===== src/rtl/sccpm_params.svh =====
// register offsets, field positions, reset values and counts for the idle clock control.
// assumes a byte-addressed 8-bit register port with 32-bit data.
//
// Contract
// - access flag reads 1 once the card was accessed since last clear
// - reading the power management register clears the access flag; resets to 0
// - read-only rate-changed bit: 1 while the card clock is stopped or slowed
// - stop/slow selection applies only while the enable bit is 1; reset 0
// - enabled with select 0: clock-run logic may attempt to stop the clock
// - enabled with select 1: clock-run logic may attempt to slow the clock by 16
// - stop or slow only while the socket is idle, never during card use
// - reserved bits of the power management register read 0, writes ignored
// - attempt only after eight consecutive idle card clock cycles
// - policy 0 also needs host clock-run stop request; policy 1 idle alone suffices
`ifndef SCCPM_PARAMS_SVH
`define SCCPM_PARAMS_SVH
`define SCCPM_OFS_SKT_CTL 8'h10
`define SCCPM_OFS_PM 8'h20
`define SCCPM_OFS_IRQ_STAT 8'h24
`define SCCPM_OFS_IRQ_CLR 8'h28
`define SCCPM_OFS_IRQ_EN 8'h2C
`define SCCPM_BIT_ACCESS 25
`define SCCPM_BIT_RATE 24
`define SCCPM_BIT_ENABLE 16
`define SCCPM_BIT_SLOW 0
`define SCCPM_BIT_POLICY 7
`define SCCPM_RESET_PM 32'h0000_0000
`define SCCPM_IDLE_CLKS 8
`define SCCPM_SLOW_DIV 16
`define SCCPM_IRQ_ACCESS 0
`define SCCPM_IRQ_CHANGE 1
`define SCCPM_IRQ_RESTORE 2
`endif


===== src/rtl/sccpm_pkg.sv =====
// types shared by the idle clock control block.
// assumes sccpm_params.svh holds the numeric constants.
package sccpm_pkg;
  typedef struct packed {
    logic enable;
    logic slow_sel;
    logic stop_policy;
  } sccpm_ctl_t;

  typedef struct packed {
    logic [7:0] addr;
    logic [31:0] wdata;
    logic wr;
    logic rd;
  } sccpm_bus_t;

  typedef enum logic [2:0] {
    SCCPM_RUN = 3'b001,
    SCCPM_STOP = 3'b010,
    SCCPM_SLOW = 3'b100
  } sccpm_state_t;
endpackage : sccpm_pkg


===== src/rtl/sccpm_idle_clock_ctl.sv =====
// per-socket idle clock control: stop or slow the card clock after idle time.
// assumes a register master on i_sys_clk and raw card-side pins from another domain.
`timescale 1ns/10ps
`include "sccpm_params.svh"

module sccpm_idle_clock_ctl
  import sccpm_pkg::*;
#(
  parameter int IDLE_CLKS = `SCCPM_IDLE_CLKS
) (
  input wire logic i_sys_clk, // 40 MHz system clock
  input wire logic i_reset, // synchronous, active high
  input wire logic [7:0] i_addr, // register byte address
  input wire logic [31:0] i_wdata, // write data
  input wire logic i_wr, // write strobe
  input wire logic i_rd, // read strobe
  output logic [31:0] o_rdata, // read data, cycle after i_rd
  input wire logic i_card_clk, // card bus clock pin, sampled
  input wire logic i_card_busy, // socket in use (card access active), pin
  input wire logic i_host_stop_req, // host clock-run preparing to stop
  output logic o_clk_stop_req, // request card clock stop
  output logic o_clk_slow_req, // request card clock slow by 16
  output logic o_irq // level interrupt
);

  // one carrier for the register port keeps the decode below in one place
  sccpm_bus_t bus;
  assign bus = '{addr: i_addr, wdata: i_wdata, wr: i_wr, rd: i_rd};

  // two-flop synchronisers; stage 1 is read only by stage 2
  logic [2:0] sync1_q;
  logic [2:0] sync2_q;
  logic clk_prev_q;
  logic busy_prev_q;

  always_ff @(posedge i_sys_clk) begin
    if (i_reset) begin
      sync1_q <= 3'h0;
      sync2_q <= 3'h0;
      clk_prev_q <= 1'b0;
      busy_prev_q <= 1'b0;
    end else begin
      sync1_q <= {i_host_stop_req, i_card_busy, i_card_clk};
      sync2_q <= sync1_q;
      clk_prev_q <= sync2_q[0];
      busy_prev_q <= sync2_q[1];
    end
  end

  wire card_clk_s = sync2_q[0];
  wire busy_s = sync2_q[1];
  wire host_stop_s = sync2_q[2];
  wire card_edge = card_clk_s & ~clk_prev_q;
  wire access_evt = busy_s & ~busy_prev_q;

  // register decode
  function automatic logic hit(input logic [7:0] a, input logic [7:0] ofs);
    return a == ofs;
  endfunction

  wire wr_pm = bus.wr & hit(bus.addr, `SCCPM_OFS_PM);
  wire wr_skt = bus.wr & hit(bus.addr, `SCCPM_OFS_SKT_CTL);
  wire wr_clr = bus.wr & hit(bus.addr, `SCCPM_OFS_IRQ_CLR);
  wire wr_en = bus.wr & hit(bus.addr, `SCCPM_OFS_IRQ_EN);
  wire rd_pm = bus.rd & hit(bus.addr, `SCCPM_OFS_PM);
  wire rd_skt = bus.rd & hit(bus.addr, `SCCPM_OFS_SKT_CTL);
  wire rd_mapped = rd_pm | rd_skt | (bus.rd & hit(bus.addr, `SCCPM_OFS_IRQ_STAT))
                   | (bus.rd & hit(bus.addr, `SCCPM_OFS_IRQ_EN));

  // only the defined control bits are kept; the rest of a write is dropped
  sccpm_ctl_t ctl_q;
  sccpm_ctl_t ctl_d;
  always_comb begin
    ctl_d = ctl_q;
    if (wr_pm) begin
      ctl_d.enable = bus.wdata[`SCCPM_BIT_ENABLE];
      ctl_d.slow_sel = bus.wdata[`SCCPM_BIT_SLOW];
    end
    if (wr_skt) begin
      ctl_d.stop_policy = bus.wdata[`SCCPM_BIT_POLICY];
    end
  end

  // access flag: a new access in the clearing read cycle wins
  logic access_q;
  wire access_d = access_evt | (access_q & ~rd_pm);

  // idle counter, advanced on card clock edges while the socket is quiet
  // it saturates, so a long idle span cannot wrap and restart the wait
  localparam int CW = $clog2(IDLE_CLKS + 1);
  localparam logic [CW-1:0] IDLE_MAX = CW'(IDLE_CLKS);
  logic [CW-1:0] idle_cnt_q;
  logic [CW-1:0] idle_cnt_d;
  always_comb begin
    idle_cnt_d = idle_cnt_q;
    if (busy_s) begin
      idle_cnt_d = '0;
    end else if (card_edge && idle_cnt_q != IDLE_MAX) begin
      idle_cnt_d = idle_cnt_q + CW'(1);
    end
  end

  wire idle_done = (idle_cnt_q == IDLE_MAX) & ~busy_s;
  wire policy_ok = ctl_q.stop_policy | host_stop_s;
  wire may_attempt = ctl_q.enable & idle_done & policy_ok;

  // an attempt only starts from full rate; stop and slow never hand over directly
  sccpm_state_t state_q;
  sccpm_state_t state_d;
  always_comb begin
    case (state_q)
      SCCPM_RUN: begin
        if (may_attempt) begin
          state_d = ctl_q.slow_sel ? SCCPM_SLOW : SCCPM_STOP;
        end else begin
          state_d = SCCPM_RUN;
        end
      end
      SCCPM_STOP, SCCPM_SLOW: begin
        // any card use or loss of enable restores full rate at once
        if (busy_s || !ctl_q.enable) begin
          state_d = SCCPM_RUN;
        end else begin
          state_d = state_q;
        end
      end
      default: state_d = SCCPM_RUN;
    endcase
  end

  wire enter_evt = (state_q == SCCPM_RUN) & (state_d != SCCPM_RUN);
  wire leave_evt = (state_q != SCCPM_RUN) & (state_d == SCCPM_RUN);
  // no card acknowledge is awaited, so the rate bit follows our own request;
  // the cost is that a card slow to react is reported as changed early
  logic rate_changed_q;

  // interrupt status, set wins over write-one clear
  logic [2:0] irq_stat_q;
  logic [2:0] irq_en_q;
  wire [2:0] irq_set = {leave_evt, enter_evt, access_evt};
  wire [2:0] irq_stat_d = irq_set | (irq_stat_q & ~(wr_clr ? bus.wdata[2:0] : 3'h0));
  wire [2:0] irq_en_d = wr_en ? bus.wdata[2:0] : irq_en_q;

  // read mux; reserved bits and unmapped addresses read zero
  logic [31:0] rdata_d;
  always_comb begin
    rdata_d = 32'h0000_0000;
    if (bus.rd) begin
      case (bus.addr)
        `SCCPM_OFS_PM: begin
          rdata_d[`SCCPM_BIT_ACCESS] = access_q;
          rdata_d[`SCCPM_BIT_RATE] = rate_changed_q;
          rdata_d[`SCCPM_BIT_ENABLE] = ctl_q.enable;
          rdata_d[`SCCPM_BIT_SLOW] = ctl_q.slow_sel;
        end
        `SCCPM_OFS_SKT_CTL: rdata_d[`SCCPM_BIT_POLICY] = ctl_q.stop_policy;
        `SCCPM_OFS_IRQ_STAT: rdata_d[2:0] = irq_stat_q;
        `SCCPM_OFS_IRQ_EN: rdata_d[2:0] = irq_en_q;
        default: rdata_d = 32'h0000_0000;
      endcase
    end
  end

  always_ff @(posedge i_sys_clk) begin
    if (i_reset) begin
      ctl_q <= '0;
      access_q <= 1'b0;
      idle_cnt_q <= '0;
      state_q <= SCCPM_RUN;
      rate_changed_q <= 1'b0;
      irq_stat_q <= 3'h0;
      irq_en_q <= 3'h0;
      o_rdata <= 32'h0000_0000;
      o_clk_stop_req <= 1'b0;
      o_clk_slow_req <= 1'b0;
      o_irq <= 1'b0;
    end else begin
      ctl_q <= ctl_d;
      access_q <= access_d;
      idle_cnt_q <= idle_cnt_d;
      state_q <= state_d;
      rate_changed_q <= state_d != SCCPM_RUN;
      irq_stat_q <= irq_stat_d;
      irq_en_q <= irq_en_d;
      o_rdata <= rdata_d;
      o_clk_stop_req <= state_d == SCCPM_STOP;
      o_clk_slow_req <= state_d == SCCPM_SLOW;
      o_irq <= |(irq_stat_d & irq_en_d);
    end
  end
endmodule : sccpm_idle_clock_ctl


===== config.mk =====
export PLATFORM = sky130hd
export DESIGN_NAME = sccpm_idle_clock_ctl
export DESIGN_NICKNAME = d
export VERILOG_FILES = /design/src/rtl/sccpm_pkg.sv /design/src/rtl/sccpm_idle_clock_ctl.sv
export VERILOG_INCLUDE_DIRS = /design/src /design/src/rtl
export SDC_FILE = /design/constraint.sdc
export NUM_CORES = 1
export LEC_CHECK = 0
export BUFFER_PORTS_ARGS = -buffer_cell sky130_fd_sc_hd__buf_4
export CORE_MARGIN = 2
export CORE_UTILIZATION = 35
export DETAILED_ROUTE_END_ITERATION = 7
export RECOVER_POWER = 100
export SETUP_SLACK_MARGIN = 0.05
export SKIP_CTS_REPAIR_TIMING = 1
export SYNTH_ARGS = -nofsm -noshare
export SYNTH_HDL_FRONTEND = slang
export SYNTH_SLANG_ARGS = --single-unit

===== constraint.sdc =====
create_clock -name i_sys_clk -period 1.73 [get_ports i_sys_clk]
set_clock_uncertainty 0.15 [all_clocks]
set_input_delay 0 -clock i_sys_clk [delete_from_list [all_inputs] [get_ports i_sys_clk]]
set_output_delay 0 -clock i_sys_clk [all_outputs]
set_load 0.02 [all_outputs]

Yosys cells after proc, flatten, opt, wreduce, memory -nomap -nowiden
Cells that the tools add are included.
{"block": "classes", "addsub": 1, "n_eq_ne": 15, "n_mux": 8, "bitwise_logic": 26, "reduce_logical": 9}
{"cell": "8-bit by 6-bit equality test with 1-bit output, second input constant", "n": 4}
{"cell": "3-bit 2-to-1 mux", "n": 5}
{"cell": "1-bit bitwise AND", "n": 13}
{"cell": "3-bit OR reduction", "n": 3}
{"cell": "8-bit by 5-bit equality test with 1-bit output, second input constant", "n": 1}
{"cell": "1-bit inverter", "n": 7}
{"cell": "3-bit bitwise AND", "n": 2}
{"cell": "3-bit by 1-bit equality test with 1-bit output, second input constant", "n": 2}
{"cell": "3-bit by 2-bit equality test with 1-bit output, second input constant", "n": 2}
{"cell": "3-bit equality test, second input constant", "n": 2}
{"cell": "3-bit by 1-bit inequality test with 1-bit output, second input constant", "n": 2}
{"cell": "3-bit one-hot mux with 2 select lines", "n": 1}
{"cell": "2-bit OR reduction", "n": 3}
{"cell": "4-bit by 1-bit adder with 4-bit output, second input constant", "n": 1}
{"cell": "4-bit equality test, second input constant", "n": 1}
{"cell": "4-bit inequality test, second input constant", "n": 1}
{"cell": "2-bit one-hot mux with 2 select lines", "n": 1}
{"cell": "3-bit inverter", "n": 1}
{"cell": "3-bit bitwise OR", "n": 1}
{"cell": "1-bit one-hot mux with 3 select lines", "n": 1}
{"cell": "1-bit bitwise OR", "n": 2}
{"cell": "1-bit logical AND", "n": 1}
{"cell": "1-bit zero test", "n": 1}
{"cell": "1-bit logical OR", "n": 1}
{"block": "word_totals", "register_bits": 61, "in_bits": 47, "output_inout_bits": 35}

Depth between registers and ports, before layout
{"block": "logic_depth", "ltp_word": 11, "depth_mapped": 6, "mapped_depth_nobuf": 6}

Worst setup path after synthesis
OpenSTA, ideal clock, no wires.
{"block": "synth_path", "path_kind": "register to register", "startpoint": "register idle_cnt_q[0]", "endpoint": "register state_q[0]", "setup_time_ns": 0.114, "arrival_ns": 1.249, "setup_slack_ns": 0.217, "path_stages_with_launch": 7, "n_path_buf": 0, "synth_period_minus_slack_ns": 1.513, "path_cell_list": "dfxtp_1 inv_1 ha_1 nand3b_1 nor4b_2 inv_1 a21o_1"}
{"block": "synth_via", "elab_chain_len": 6}
{"item": "from (decl)", "line": "sccpm_idle_clock_ctl.sv:92", "text": "logic [CW-1:0] idle_cnt_q;"}
{"item": "from (signal assigned)", "line": "sccpm_idle_clock_ctl.sv:180", "text": "idle_cnt_q <= idle_cnt_d;"}
{"item": "4-bit equality test", "line": "sccpm_idle_clock_ctl.sv:103", "text": "wire idle_done = (idle_cnt_q == IDLE_MAX) & ~busy_s;"}
{"item": "1-bit bitwise AND", "line": "sccpm_idle_clock_ctl.sv:103"}
{"item": "1-bit bitwise AND (2 in series)", "line": "sccpm_idle_clock_ctl.sv:105", "text": "wire may_attempt = ctl_q.enable & idle_done & policy_ok;"}
{"item": "3-bit 2-to-1 mux", "line": "sccpm_idle_clock_ctl.sv:113", "text": "if (may_attempt) begin"}
{"item": "3-bit one-hot mux with 2 select lines", "line": "sccpm_idle_clock_ctl.sv:111", "text": "case (state_q)"}
{"item": "to (signal assigned)", "line": "sccpm_idle_clock_ctl.sv:181", "text": "state_q <= state_d;"}
{"item": "to (decl)", "line": "sccpm_idle_clock_ctl.sv:108", "text": "sccpm_state_t state_q;"}
Every way passes these cells.
A chain may end at the register's enable or synchronous reset.

Worst setup path after layout
Ends and elaborated chain as after synthesis.

==> metrics.txt <==
GPL Wtd Cong 0.871; failing checks hold timing; crit-path max FO 5; Final Hold Fails 1; Root Buffer clkbuf_8; Critical Path RT 1.76 ns; clk_lat worst skew 0.28 ns; first-pass iteration count of the detailed router 4; CP Capture Type register; total gr overflow 0; clock sinks 36; Place WS 0.0122 ns; starting density of the core 0.369; largest family of logic cells by synthesized area simple AND/OR/NAND/NOR gates; worst hold path endpoint irq_en_q[2]; Setup TNS 0 ns; post-synthesis register bit count 36; Synth Area in Compound Gates 0.0930; Clock Pin Slew Worst Setup and Hold Paths 0.07 ns; min-delay src i_wdata[2]; post-synth cell types 39; adder-cell area share of the yosys netlist 0.0154; Detail Route Antenna Nets 0; H-tree depth 2; WP buf/inv 3; first-pass GRT wire length 4.80 mm; CP Class register to register; status complete, but fails checks; Post-Synth Simple-Gate Area 0.243; vias per cell 4.50; share of layout cells above drive strength 1 0.147; via count 1241; maxcap violations 0; top-area cell type share of the netlist area 0.443; Comb power frac 0.106; final hold slack -0.00268 ns; die area 5210 µm²; Startpoint Class register; Hold Path Stages 3; Max IR drop VDD 0.502 mV; width of the chip 72.2 µm; FF-to-FF path depth 7; Hold WC Path Type input pin to register; multiplexer share of the synthesized area 0.0430; worst r2r dst state_q[0]; cell count after synthesis 174; area delta synth->final 24.8%; wire length per cell 11.3 µm; CP max stage delay 0.33 ns; initial antenna violation count 0; unrepaired setup endpoints after global routing no; highest clock rate 637 MHz; crit-path cells inv_1 > ha_1 > nand3b_1 > nor4b_2 > buf_4 > inv_1 > a21o_1; antenna cells 0; post-DP HPWL 2.17 mm; crit path max-delay cell type dfxtp_1; Worst R2R Setup Slack 0.16 ns; NetSw 390 µW; Pleak 0.000876 µW; xor/xnor share of the synthesized area 0.0215; internal power 1230 µW; PortBufs 29; sequential area share after synthesis 0.443; dominant cell type by area after synthesis dfxtp_1; num rows 24; Final Cycle Share 0.908; Flop pwr share 0.523; Final min period 1.57 ns; switching share of power 0.242; largest net degree at the start of global routing 31; Nets 272; power per cell area 796 nW/µm²; IO Count 82; initial DRC count 54; Slew Viols, Final 0; core area 4410 µm²; CTS tree done; most frequent cells in the layout dfxtp_1, conb_1, buf_4; post-route worst setup slack 0.159 ns; Clock Power Share 0.371; Routed WL 3.11 mm; CTS Buf Count 5; Syn. warnings 0; Die Ht 72.2 µm; total track usage 0.121; top cells by area, synth dfxtp_1, buf_4, nor2b_1, mux2i_1, nor2_1; leading cell type in the layout, fill and taps excluded dfxtp_1; Critical R2R Launch idle_cnt_q[0]; final setup vio count 0; arrival time worst endpoint 1.60 ns; Synth Cell Area 1630 µm²; Syn Area/Cell 9.36 µm²; number of remaining DRC errors 0; crit-path most repeated cell inv_1; clock buffer depth 2; cell family with most CP delay simple AND/OR/NAND/NOR gates; vias in the first global route 1065
## power by group through the flow
stage	clock, µW	combinational (µW)	sequential, µW
floorplan	0	139	863
global placement	0	146	864
detailed placement	0	147	864
CTS	618	147	845
global route	658	186	846
finish	600	171	845
## final cells by class
| type | instances | area [µm²] |
|---|---|---|
| timing repair buffer | 49 | 367 |
| clock buffer | 6 | 82.6 |
| tap | 52 | 65.1 |
| multi-input combinational | 127 | 771 |
| sequential | 36 | 721 |
| fill | 453 | 2380 |
| clock inverter | 2 | 10.0 |
| inverter | 4 | 15.0 |
## flip-flops by register name, summed over array words and instances, names as in the netlist, 3 cells and up
register / cells
state_q: 3
o_rdata: 7
ctl_q: 3
sync2_q: 3
irq_stat_q: 3
idle_cnt_q: 4
sync1_q: 3
irq_en_q: 3
## worst max-delay path by stage
stage                        startpoint          to  slack [ns]  cells past startpoint
after global placement        i_addr[1]       o_irq        0.01                      5
after detailed placement      i_addr[1]       o_irq        0.01                      5
final                     idle_cnt_q[0]  state_q[0]        0.16                      7
after floorplan           idle_cnt_q[0]  state_q[0]        0.22                      6
after CTS                 idle_cnt_q[0]  state_q[0]        0.15                      7
after global routing          i_addr[1]    ctl_q[2]        0.05                      7
## stage by stage
step                std cells  cell area, µm²  total power [µW]   util  hold WS [ns]
floorplan                 198            1720              1000      -       -0.0218
global placement          252            1820              1010  0.412        0.0606
detailed placement        252            1820              1010  0.412        0.0679
CTS                       260            1910              1610  0.433        -0.229
global route              276            2030              1690  0.460        0.0202
finish                    276            2030              1620  0.460      -0.00268
## worst min-delay path, cell delays in order
cell	delay, ns
buf_4	0.08
and4_1	0.18
o21ba_2	0.14
## Yosys cell counts
cell	n
nor4_1	1
o31a_1	4
o21ai_0	1
o31a_2	1
and3_1	5
mux2i_1	7
nand3b_1	2
nand4b_1	3
a21oi_1	6
and2_1	3
nor2b_1	13
ha_1	2
nand3_1	4
or4_1	1
nor4b_2	1
inv_1	4
a21o_1	1
o21ba_1	1
nor3b_1	2
o2bb2ai_1	1
nor3_1	4
and4_1	2
clkbuf_1	4
nand2_1	2
o21ba_2	1
nand4_1	5
o22ai_1	2
o31ai_1	1
clkbuf_2	1
dfxtp_1	36
conb_1	1
nand2b_1	3
buf_1	1
xnor2_1	1
buf_4	25
nor2_1	17
a31oi_1	1
a32oi_1	1
xor2_1	3
## per-layer routing
metal / GRT usage / up-vias / routed length [µm]
met5: 0 / - / 0
li1: - / 650 / -
met4: 0.0566 / 0 / 52
met3: 0.0389 / 4 / 157
met1: 0.149 / 558 / 1420
met2: 0.191 / 29 / 1470
## logic make-up after synthesis
group | after synthesis
simple gates | 68
flops | 36
buf+inv | 35
compound gates | 21
mux | 7
xor+xnor | 4
fa+ha+maj | 2
other cells | 1
Note: power is estimated with default switching activity, not from simulation.
